[src/core/settings_pkg.sv]
// Shared constants, enumerations and decoding for the settings readback block.
// Assumes a single 50 MHz device clock and settings bytes held stable by the store.
package settings_pkg;

  // Reply framing
  localparam int REPLY_BYTES = 64;
  localparam logic [7:0] READ_FLASH_CODE = 8'hb0;
  localparam logic [7:0] STATUS_OK = 8'h00;
  localparam logic [7:0] CHIP_STRUCT_LEN = 8'h0e;
  localparam logic [7:0] PIN_STRUCT_LEN = 8'h08;
  localparam logic [7:0] FILL_BYTE = 8'h00;

  // Reply byte positions
  localparam logic [5:0] IDX_CODE = 6'h00;
  localparam logic [5:0] IDX_STATUS = 6'h01;
  localparam logic [5:0] IDX_LEN = 6'h02;
  localparam logic [5:0] IDX_PIN_FIRST = 6'h04;
  localparam logic [5:0] IDX_PIN_LAST = 6'h06;
  localparam logic [5:0] IDX_CHIP_FLAGS = 6'h07;
  localparam logic [5:0] IDX_VID_LO = 6'h08;
  localparam logic [5:0] IDX_VID_HI = 6'h09;
  localparam logic [5:0] IDX_PID_LO = 6'h0a;
  localparam logic [5:0] IDX_PID_HI = 6'h0b;
  localparam logic [5:0] IDX_ATTR = 6'h0c;
  localparam logic [5:0] IDX_CURRENT = 6'h0d;
  localparam logic [5:0] IDX_LAST = 6'h3f;

  // Chip flag byte fields
  localparam int BIT_INT_FALL = 6;
  localparam int BIT_INT_RISE = 5;
  localparam int BIT_ADC_REF_HI = 4;
  localparam int BIT_ADC_REF_LO = 3;
  localparam int BIT_DAC_SUPPLY = 2;
  localparam logic [1:0] ADC_REF_4096 = 2'h3;
  localparam logic [1:0] ADC_REF_2048 = 2'h2;
  localparam logic [1:0] ADC_REF_1024 = 2'h1;
  localparam logic [1:0] ADC_REF_OFF = 2'h0;

  // Idle level byte and divider byte fields
  localparam int BIT_RX_IDLE = 6;
  localparam int BIT_TX_IDLE = 5;
  localparam int BIT_SUSPEND_IDLE = 3;
  localparam int BIT_CONFIG_IDLE = 2;
  localparam int BIT_DIVIDER_HI = 4;
  localparam int DIVIDER_WIDTH = 5;

  // Pin settings byte fields
  localparam int BIT_PIN_LEVEL = 4;
  localparam int BIT_PIN_DIR = 3;
  localparam int BIT_PIN_CODE_HI = 2;
  localparam logic [2:0] CODE_GPIO = 3'h0;
  localparam logic [2:0] CODE_DEDICATED = 3'h1;
  localparam logic [2:0] CODE_ALT0 = 3'h2;
  localparam logic [2:0] CODE_ALT1 = 3'h3;
  localparam logic [2:0] CODE_ALT2 = 3'h4;

  // Requested current is reported in units of this many milliamperes
  localparam int MA_PER_UNIT = 2;

  typedef enum logic [0:0] {PHASE_IDLE, PHASE_SEND} reply_phase_type;

  typedef enum logic [3:0] {
    ROLE_GPIO, ROLE_SUSPEND, ROLE_RX, ROLE_CLOCK, ROLE_ANALOG,
    ROLE_TX, ROLE_INTERRUPT, ROLE_CONFIGURED, ROLE_DAC, ROLE_NONE
  } pin_role_type;

  // Designation code to pin function, per pin number
  function automatic pin_role_type decode_role(input logic [1:0] pin, input logic [2:0] code);
    pin_role_type role;
    role = ROLE_NONE;
    if (code == CODE_GPIO) begin
      role = ROLE_GPIO;
    end else if (pin == 2'h0) begin
      if (code == CODE_DEDICATED) role = ROLE_SUSPEND;
      else if (code == CODE_ALT0) role = ROLE_RX;
    end else if (pin == 2'h1) begin
      if (code == CODE_DEDICATED) role = ROLE_CLOCK;
      else if (code == CODE_ALT0) role = ROLE_ANALOG;
      else if (code == CODE_ALT1) role = ROLE_TX;
      else if (code == CODE_ALT2) role = ROLE_INTERRUPT;
    end else begin
      if (code == CODE_DEDICATED) role = ROLE_CONFIGURED;
      else if (code == CODE_ALT0) role = ROLE_ANALOG;
      else if (code == CODE_ALT1) role = ROLE_DAC;
    end
    return role;
  endfunction : decode_role

endpackage : settings_pkg

[src/core/clock_out_if.sv]
// Carries the divider setting and the divided clock level between the pin logic and the divider.
// Assumes both ends sit on the same device clock.
`timescale 1ns/1ps
interface clock_out_if;
  logic enable;
  logic [4:0] divider;
  logic level;

  modport control (output enable, output divider, input level);
  modport divider_side (input enable, input divider, output level);
endinterface : clock_out_if

[src/core/settings_readback_response.sv]
// Settings readback replies and power-up pin configuration.
// Assumes settings bytes from the store are stable around reset and status inputs share clk_in.
// Behaviour
// - Reply bytes 0-2 are code, status, length.
// - Falling-edge enable sets the detection flag.
// - Rising-edge enable sets the flag; both allowed.
// - Bits 4-3 pick converter reference or off.
// - Bit 2 picks supply or internal DAC reference.
// - Vendor identifier low byte 8, high 9.
// - Product identifier low byte 10, high 11.
// - Attributes byte feeds configuration descriptor unchanged.
// - Current byte advertised as twice milliamperes.
// - Pin reply bytes 4-6 hold pin settings.
// - Output pins drive stored level from reset.
// - Direction bit applies only to general-purpose pins.
// - Pin zero codes: gpio, suspend, receive activity.
// - Pin one codes: gpio, clock, analog, transmit, interrupt.
// - Pin two codes: gpio, configured, analog, DAC.
// - Configured indicator inverts once USB configured.
// - Suspend indicator inverts while in suspend.
// - Clock pin drives divided internal clock.
`timescale 1ns/1ps
module settings_readback_response (
  input wire logic clk_in,
  input wire logic rst_n_in,
  input wire logic [7:0] idle_levels_in,
  input wire logic [7:0] clock_divider_in,
  input wire logic [7:0] chip_flags_in,
  input wire logic [15:0] vendor_id_in,
  input wire logic [15:0] product_id_in,
  input wire logic [7:0] power_attr_in,
  input wire logic [7:0] current_in,
  input wire logic [7:0] pin_zero_byte_in,
  input wire logic [7:0] pin_one_byte_in,
  input wire logic [7:0] pin_two_byte_in,
  input wire logic read_req_in,
  input wire logic read_pins_in,
  input wire logic reply_ready_in,
  output logic reply_valid_out,
  output logic [5:0] reply_index_out,
  output logic [7:0] reply_byte_out,
  output logic reply_last_out,
  output logic [7:0] config_attr_out,
  output logic [8:0] max_power_ma_out,
  output logic [1:0] adc_ref_sel_out,
  output logic adc_ref_off_out,
  output logic dac_ref_supply_out,
  input wire logic usb_configured_in,
  input wire logic suspend_in,
  input wire logic rx_active_in,
  input wire logic tx_active_in,
  input wire logic int_clear_in,
  output logic int_flag_out,
  input wire logic [2:0] pin_in,
  output logic [2:0] pin_out,
  output logic [2:0] pin_oe_out,
  output logic [2:0] gpio_level_out,
  output logic [2:1] analog_in_en_out,
  output logic dac_out_en_out
);

  typedef struct packed {
    settings_pkg::reply_phase_type phase;
    logic sel_pins;
    logic [5:0] index;
    logic [7:0] reply_byte;
    logic [7:0] idle;
    logic [7:0] divider;
    logic [7:0] flags;
    logic [15:0] vid;
    logic [15:0] pid;
    logic [7:0] attr;
    logic [7:0] current;
    logic [2:0][7:0] pins;
    logic [2:0] sync1;
    logic [2:0] sync2;
    logic int_prev;
    logic int_flag;
    logic [2:0] level;
    logic [2:0] oe;
  } main_state_type;

  main_state_type s;
  main_state_type next_s;
  clock_out_if clk_link ();

  // Byte at a given reply position, built from the settings caught at reset
  function automatic logic [7:0] reply_at(input main_state_type st, input logic pins, input logic [5:0] idx);
    logic [7:0] b;
    b = settings_pkg::FILL_BYTE;
    if (idx == settings_pkg::IDX_CODE) begin
      b = settings_pkg::READ_FLASH_CODE;
    end else if (idx == settings_pkg::IDX_STATUS) begin
      b = settings_pkg::STATUS_OK;
    end else if (idx == settings_pkg::IDX_LEN) begin
      b = pins ? settings_pkg::PIN_STRUCT_LEN : settings_pkg::CHIP_STRUCT_LEN;
    end else if (pins) begin
      if (idx >= settings_pkg::IDX_PIN_FIRST && idx <= settings_pkg::IDX_PIN_LAST) begin
        b = st.pins[2'(idx - settings_pkg::IDX_PIN_FIRST)];
      end
    end else begin
      case (idx)
        settings_pkg::IDX_CHIP_FLAGS: b = st.flags;
        settings_pkg::IDX_VID_LO: b = st.vid[7:0];
        settings_pkg::IDX_VID_HI: b = st.vid[15:8];
        settings_pkg::IDX_PID_LO: b = st.pid[7:0];
        settings_pkg::IDX_PID_HI: b = st.pid[15:8];
        settings_pkg::IDX_ATTR: b = st.attr;
        settings_pkg::IDX_CURRENT: b = st.current;
        default: b = settings_pkg::FILL_BYTE;  // Bytes 3-6 and 14-63 read as fill
      endcase
    end
    return b;
  endfunction : reply_at

  // Indicator level: idle level normally, its inverse while the event holds
  function automatic logic indicator(input logic idle_level, input logic active);
    return active ? ~idle_level : idle_level;
  endfunction : indicator

  // Next state: reset capture, reply sequencing, pin muxing and edge detection
  always_comb begin
    settings_pkg::pin_role_type role;
    logic rise;
    logic fall;
    role = settings_pkg::ROLE_NONE;
    rise = 1'b0;
    fall = 1'b0;
    next_s = s;
    if (!rst_n_in) begin
      // Settings are caught on every clock edge while reset is low so the store's values apply from release
      next_s = '0;
      next_s.phase = settings_pkg::PHASE_IDLE;
      next_s.idle = idle_levels_in;
      next_s.divider = clock_divider_in;
      next_s.flags = chip_flags_in;
      next_s.vid = vendor_id_in;
      next_s.pid = product_id_in;
      next_s.attr = power_attr_in;
      next_s.current = current_in;
      next_s.pins = {pin_two_byte_in, pin_one_byte_in, pin_zero_byte_in};
      // Synchronisers keep tracking the pin so a pin that idles high fakes no edge at release
      next_s.sync1 = pin_in;
      next_s.sync2 = s.sync1;
      next_s.int_prev = s.sync2[1];
    end else begin
      // Reply stream: a request while a reply runs is ignored
      case (s.phase)
        settings_pkg::PHASE_IDLE: begin
          if (read_req_in) begin
            next_s.phase = settings_pkg::PHASE_SEND;
            next_s.sel_pins = read_pins_in;
            next_s.index = settings_pkg::IDX_CODE;
            next_s.reply_byte = reply_at(s, read_pins_in, settings_pkg::IDX_CODE);
          end
        end
        settings_pkg::PHASE_SEND: begin
          if (reply_ready_in) begin
            if (s.index == settings_pkg::IDX_LAST) begin
              next_s.phase = settings_pkg::PHASE_IDLE;
            end else begin
              next_s.index = s.index + 6'h01;
              next_s.reply_byte = reply_at(s, s.sel_pins, s.index + 6'h01);
            end
          end
        end
        default: next_s.phase = settings_pkg::PHASE_IDLE;
      endcase

      // Two-stage synchronisers on the pins; only the second stage is used
      next_s.sync1 = pin_in;
      next_s.sync2 = s.sync1;
      next_s.int_prev = s.sync2[1];

      // Edge detection only while pin one is the interrupt input; set beats clear
      if (settings_pkg::decode_role(2'h1, s.pins[1][settings_pkg::BIT_PIN_CODE_HI:0]) ==
          settings_pkg::ROLE_INTERRUPT) begin
        fall = s.flags[settings_pkg::BIT_INT_FALL] && s.int_prev && !s.sync2[1];
        rise = s.flags[settings_pkg::BIT_INT_RISE] && !s.int_prev && s.sync2[1];
      end
      if (fall || rise) begin
        next_s.int_flag = 1'b1;
      end else if (int_clear_in) begin
        next_s.int_flag = 1'b0;
      end

      // Pin function per designation code
      for (int i = 0; i < 3; i++) begin
        role = settings_pkg::decode_role(2'(i), s.pins[i][settings_pkg::BIT_PIN_CODE_HI:0]);
        next_s.oe[i] = 1'b0;
        next_s.level[i] = 1'b0;
        case (role)
          settings_pkg::ROLE_GPIO: begin
            next_s.oe[i] = ~s.pins[i][settings_pkg::BIT_PIN_DIR];
            next_s.level[i] = s.pins[i][settings_pkg::BIT_PIN_LEVEL];
          end
          settings_pkg::ROLE_SUSPEND: begin
            next_s.oe[i] = 1'b1;
            next_s.level[i] = indicator(s.idle[settings_pkg::BIT_SUSPEND_IDLE], suspend_in);
          end
          settings_pkg::ROLE_RX: begin
            next_s.oe[i] = 1'b1;
            next_s.level[i] = indicator(s.idle[settings_pkg::BIT_RX_IDLE], rx_active_in);
          end
          settings_pkg::ROLE_TX: begin
            next_s.oe[i] = 1'b1;
            next_s.level[i] = indicator(s.idle[settings_pkg::BIT_TX_IDLE], tx_active_in);
          end
          settings_pkg::ROLE_CONFIGURED: begin
            next_s.oe[i] = 1'b1;
            next_s.level[i] = indicator(s.idle[settings_pkg::BIT_CONFIG_IDLE], usb_configured_in);
          end
          settings_pkg::ROLE_CLOCK: begin
            next_s.oe[i] = 1'b1;
            next_s.level[i] = clk_link.level;
          end
          default: begin
            next_s.oe[i] = 1'b0;  // Analog, DAC, interrupt and undefined codes leave the pin undriven
          end
        endcase
      end
    end
  end

  always_ff @(posedge clk_in) begin
    s <= next_s;
  end

  // Clock output divider sits on pin one only
  assign clk_link.enable = settings_pkg::decode_role(2'h1, s.pins[1][settings_pkg::BIT_PIN_CODE_HI:0]) ==
                           settings_pkg::ROLE_CLOCK;
  assign clk_link.divider = s.divider[settings_pkg::BIT_DIVIDER_HI:0];

  clock_out_divider divider_inst (
    .clk_in(clk_in),
    .rst_n_in(rst_n_in),
    .link(clk_link)
  );

  // Reply port
  assign reply_valid_out = s.phase == settings_pkg::PHASE_SEND;
  assign reply_index_out = s.index;
  assign reply_byte_out = s.reply_byte;
  assign reply_last_out = reply_valid_out && s.index == settings_pkg::IDX_LAST;

  // Enumeration and converter settings straight from the stored bytes
  assign config_attr_out = s.attr;
  assign max_power_ma_out = 9'(s.current) * 9'(settings_pkg::MA_PER_UNIT);
  assign adc_ref_sel_out = s.flags[settings_pkg::BIT_ADC_REF_HI:settings_pkg::BIT_ADC_REF_LO];
  assign adc_ref_off_out = adc_ref_sel_out == settings_pkg::ADC_REF_OFF;
  assign dac_ref_supply_out = s.flags[settings_pkg::BIT_DAC_SUPPLY];

  // Pins and status
  assign int_flag_out = s.int_flag;
  assign pin_out = s.level;
  assign pin_oe_out = s.oe;
  assign gpio_level_out = s.sync2;
  assign analog_in_en_out[1] = settings_pkg::decode_role(2'h1, s.pins[1][settings_pkg::BIT_PIN_CODE_HI:0]) ==
                               settings_pkg::ROLE_ANALOG;
  assign analog_in_en_out[2] = settings_pkg::decode_role(2'h2, s.pins[2][settings_pkg::BIT_PIN_CODE_HI:0]) ==
                               settings_pkg::ROLE_ANALOG;
  assign dac_out_en_out = settings_pkg::decode_role(2'h2, s.pins[2][settings_pkg::BIT_PIN_CODE_HI:0]) ==
                          settings_pkg::ROLE_DAC;
endmodule : settings_readback_response

[src/core/clock_out_divider.sv]
// Clock output divider for the pin designated as clock output.
// Assumes the device clock stands in for the internal USB clock; one half period is divider+1 cycles.
`timescale 1ns/1ps
module clock_out_divider (
  input wire logic clk_in,
  input wire logic rst_n_in,
  clock_out_if.divider_side link
);

  typedef struct packed {
    logic [4:0] count;
    logic level;
  } divider_state_type;

  divider_state_type s;
  divider_state_type next_s;

  // Count up to the divider, then toggle; held low while the pin has another use
  always_comb begin
    next_s = s;
    if (!rst_n_in || !link.enable) begin
      next_s = '0;
    end else if (s.count >= link.divider) begin
      next_s.count = 5'h00;
      next_s.level = ~s.level;
    end else begin
      next_s.count = s.count + 5'h01;
    end
  end

  always_ff @(posedge clk_in) begin
    s <= next_s;
  end

  assign link.level = s.level;
endmodule : clock_out_divider

[config.mk]
export PLATFORM = sky130hd
export DESIGN_NAME = settings_readback_response
export DESIGN_NICKNAME = d
export VERILOG_FILES = /design/src/core/settings_pkg.sv /design/src/core/clock_out_if.sv /design/src/core/settings_readback_response.sv /design/src/core/clock_out_divider.sv
export SDC_FILE = /design/constraint.sdc
export NUM_CORES = 1
export LEC_CHECK = 0
export BUFFER_PORTS_ARGS = -buffer_cell sky130_fd_sc_hd__buf_2
export CAP_MARGIN = 15
export CORE_MARGIN = 4
export CORE_UTILIZATION = 35
export CTS_BUF_LIST = sky130_fd_sc_hd__clkbuf_8
export DETAILED_ROUTE_END_ITERATION = 8
export RECOVER_POWER = 100
export SLEW_MARGIN = 40
export SYNTH_ARGS = -nofsm -noshare
export SYNTH_HDL_FRONTEND = slang
export SYNTH_SLANG_ARGS = --single-unit
export TNS_END_PERCENT = 5
[constraint.sdc]
create_clock -name clk_in -period 8.57 [get_ports clk_in]
set_input_delay 0.857 -clock clk_in [delete_from_list [all_inputs] [get_ports clk_in]]
set_output_delay 0.857 -clock clk_in [all_outputs]
set_load 0.02 [all_outputs]
==> impl_metrics.csv <==
group,metric,value,unit
cts,cts_buffers,17,
job,maxCapViolations,1,
worst_setup_path,start_kind,"primary input",
worst_setup_path,cp.arrival,5510,ps
cts,post_cts_buffers,0,
synth,synth_async_sr_flop_share,0,%
hold_path,holdCritPathClass,"flop to flop",
cts,clock_path_buffers,2,
cts,cts_hold_buf,0,
worst_setup_path,path_class,"primary input to flop",
synth,synthTopCellsByArea,"edfxtp_1 48%, dfxtp_1 13%, buf_4 6.1%",
hold_path,worstHoldStart,"s[13]",
detailed_routing,drtIter0Drc,215,
synth,synthFlopType,"edfxtp_1",
finish,multi_input_area,1660,um^2
timing,fin_ws,3390,ps
worst_setup_path,crit_fanout,77,
synth,syn_area,5520,um^2
worst_setup_path,endpoint_kind,"flop",
global_route,grt_overflow_total,0,
finish,fill_cells,1526,
placement,io_buffers,150,
floorplan,rows,45,
detailed_routing,vias,3829,
global_route,grt_pass1_vias,3797,
status,failed_checks,"capacitance limit, slew limit",
power_and_ir_drop,pwr_density_cell,208,nW/um^2
cts,clk_pin_slew,80,ps
synth,synth_seq_cells,125,
worst_setup_path,worstSetupStartpoint,"rst_n_in",
worst_setup_path,r2r_start,"reply_index_out[0]",
timing,fmax,0.193,GHz
cts,htreeDepth,4,
detailed_routing,drt_wl_total,13300,um
global_route,grt.total_usage,14.9,%
status,status,"complete, but fails checks",
timing,fin_setup_tns,0,ps
detailed_routing,ant_nets,0,
placement,place_inst,753,
timing,layout_worst_path_cycle_share,60.5,%
synth,synth_edf_count,89,
timing,worst_pin_slew,4000,ps
timing,fin_crit,5180,ps
worst_setup_path,cp.required,8900,ps
cts,clock-root-buffer,"clkbuf_8",
synth,syn_nets,572,
cts,cts_tree,"done",
floorplan,die_area,17800,um^2
synth,yosys.cell_types.count,59,
timing,hold_viol,0,
finish,diodes,0,
detailed_routing,route.detailed.drc,0,
global_route,grt_pass1_wl,20400,um
floorplan,die_w,134,um
synth,yosys_warnings,0,
finish,layout.nets,681,
finish,regArea,3390,um^2
timing,whs,332,ps
timing,setup_violations,0,
power_and_ir_drop,leakagePower,2.39,nW
detailed_routing,firstDrtPassIters,4,
finish,stdcell_count,785,
cts,cts_resized,0,
finish,drive_gt1_share,24.7,%
power_and_ir_drop,ir_worst_vdd,0.126,mV
synth,ys_seq_area_share,61.5,%
detailed_routing,vias_per_cell,4.88,
finish,synthToLayoutAreaGrowth,17.0,%
synth,synth_top_area_share,48.4,%
cts,cts_sinks,125,
synth,syn-instance-count,452,
timing,relSlewSlack,-167,%
global_route,antenna_found_initial,0,
floorplan,start_util,36.0,%
timing,final_max_slew_viol_count,78,
timing,fin_skew,13.9,ps
placement,pre_cts_slack,5400,ps
placement,place_hpwl,9610,um
cts,clk_latency,440,ps
floorplan,die_h,134,um
synth,syn_area_per_cell,12.2,um^2
floorplan,io_pins,159,
placement,gp_congestion,0.778,
floorplan,core-area,15300,um^2
synth,yosys.area.top_type,"edfxtp_1",
global_route,grt_max_degree,78,
detailed_routing,wire_per_inst,17.0,um
timing,rsz0062_at_grt,"no",
[logic make-up after synthesis]
| kind of cell | after synthesis | share of synthesized area, % |
|---|---|---|
| adders and majority gates | 11 | 2.49 |
| other | 1 | 0.0679 |
| DFF | 125 | 61.5 |
| muxes | 10 | 1.84 |
| buffers and inverters | 73 | 8.52 |
| and+or+nand+nor | 115 | 10.6 |
| AOI/OAI and AO/OA | 106 | 12.9 |
| xor gates and xnor gates | 11 | 2.09 |
[path summary, 6_finish.rpt]
path | endpoint | depth (start not counted) | slack, ps
max | divider_inst.s[5] | 6 | 3390
min reg2reg | gpio_level_out[2] | 0 | 330
min | gpio_level_out[2] | 0 | 330
max reg2reg | reply_byte_out[3] | 7 | 5280
[cell usage after synthesis (2+ instances only)]
library cell	count
a2111oi_0	2
a211oi_1	4
a21o_1	2
a21oi_1	36
a221oi_1	5
a22o_1	2
a22oi_1	19
a31oi_1	2
and2_1	4
buf_1	2
buf_2	4
buf_4	45
buf_6	3
clkbuf_1	7
dfxtp_1	36
edfxtp_1	89
ha_1	11
inv_1	11
mux2i_1	9
nand2_1	28
nand2b_1	3
nand3_1	14
nand4_1	3
nor2_1	31
nor3_1	10
nor3b_1	4
o211a_1	2
o21a_1	2
o21ai_0	17
o31ai_1	4
or2_2	2
or3_1	4
xnor2_1	5
xor2_1	5
[report_power, final]
group | internal [mW] | switching, mW | total, mW
logic | 0.0412 | 0.0656 | 0.107
clock network | 0.245 | 0.274 | 0.519
registers | 0.692 | 0.0222 | 0.715
[through the flow]
step | area (um^2) | power (mW) | utilization, %
after global routing | 6460 | 1.40 | 42.2
after global placement | 6120 | 0.836 | 40.0
final | 6460 | 1.34 | 42.2
after detailed placement | 6120 | 0.839 | 40.0
after CTS | 6530 | 1.36 | 42.6
after floorplan | 5520 | 0.797 | -
[cells in the final DEF (no fill, tap or decap), types with 2 or more instances in the layout]
| cell | Yosys | routed |
|---|---|---|
| inv_8 | 0 | 4 |
| or3_1 | 4 | 4 |
| or2_2 | 2 | 2 |
| inv_6 | 0 | 6 |
| and2_1 | 4 | 4 |
| clkinvlp_4 | 0 | 2 |
| nor3_1 | 10 | 10 |
| a221oi_1 | 5 | 5 |
| dfxtp_1 | 36 | 36 |
| buf_2 | 4 | 96 |
| ha_1 | 11 | 11 |
| nand3_1 | 14 | 14 |
| a21o_1 | 2 | 2 |
| a31oi_1 | 2 | 2 |
| nand4_1 | 3 | 3 |
| o21a_1 | 2 | 2 |
| nor3b_1 | 4 | 4 |
| a22o_1 | 2 | 2 |
| nand2_1 | 28 | 28 |
| edfxtp_1 | 89 | 89 |
| xor2_1 | 5 | 4 |
| o21ai_0 | 17 | 18 |
| clkbuf_1 | 7 | 54 |
| o211a_1 | 2 | 2 |
| nand2b_1 | 3 | 3 |
| a21oi_1 | 36 | 36 |
| clkbuf_8 | 0 | 17 |
| mux2i_1 | 9 | 9 |
| inv_1 | 11 | 10 |
| a22oi_1 | 19 | 19 |
| a211oi_1 | 4 | 4 |
| nor2_1 | 31 | 31 |
| a2111oi_0 | 2 | 2 |
| o31ai_1 | 4 | 4 |
| xnor2_1 | 5 | 5 |
[per-layer routing]
layer  wire length [um]  track usage (%)  vias up
met5                  0                0        -
met4                185             4.97        0
met3               1020             5.14       14
met2               6170             23.3      161
met1               5940             19.4     1804
li1                   -                -     1850
[final cells by class]
type                            count  area share [%]
Sequential cell                   125            52.6
Multi-Input combinational cell    254            25.8
Timing Repair Buffer              151            10.6
Tap cell                          211            4.09
Clock buffer                       17            3.62
Clock inverter                     15            2.60
Inverter                           12           0.717
[state kept, by name, indices dropped and copies added, names as in the netlist, 2 cells and up]
register          cells
s                    78
config_attr_out       8
reply_byte_out        8
reply_index_out       6
clk_link.divider      5
divider_inst.s        5
gpio_level_out        3
pin_oe_out            3
pin_out               3
adc_ref_sel_out       2
[worst max-delay path, cell delays in order]
cell	delay (ps)
clkbuf_1	250
clkinvlp_2	790
clkbuf_1	2840
nor2_1	270
nand4bb_1	400
nor2_1	70
Note: power is estimated with default switching activity, not from simulation.
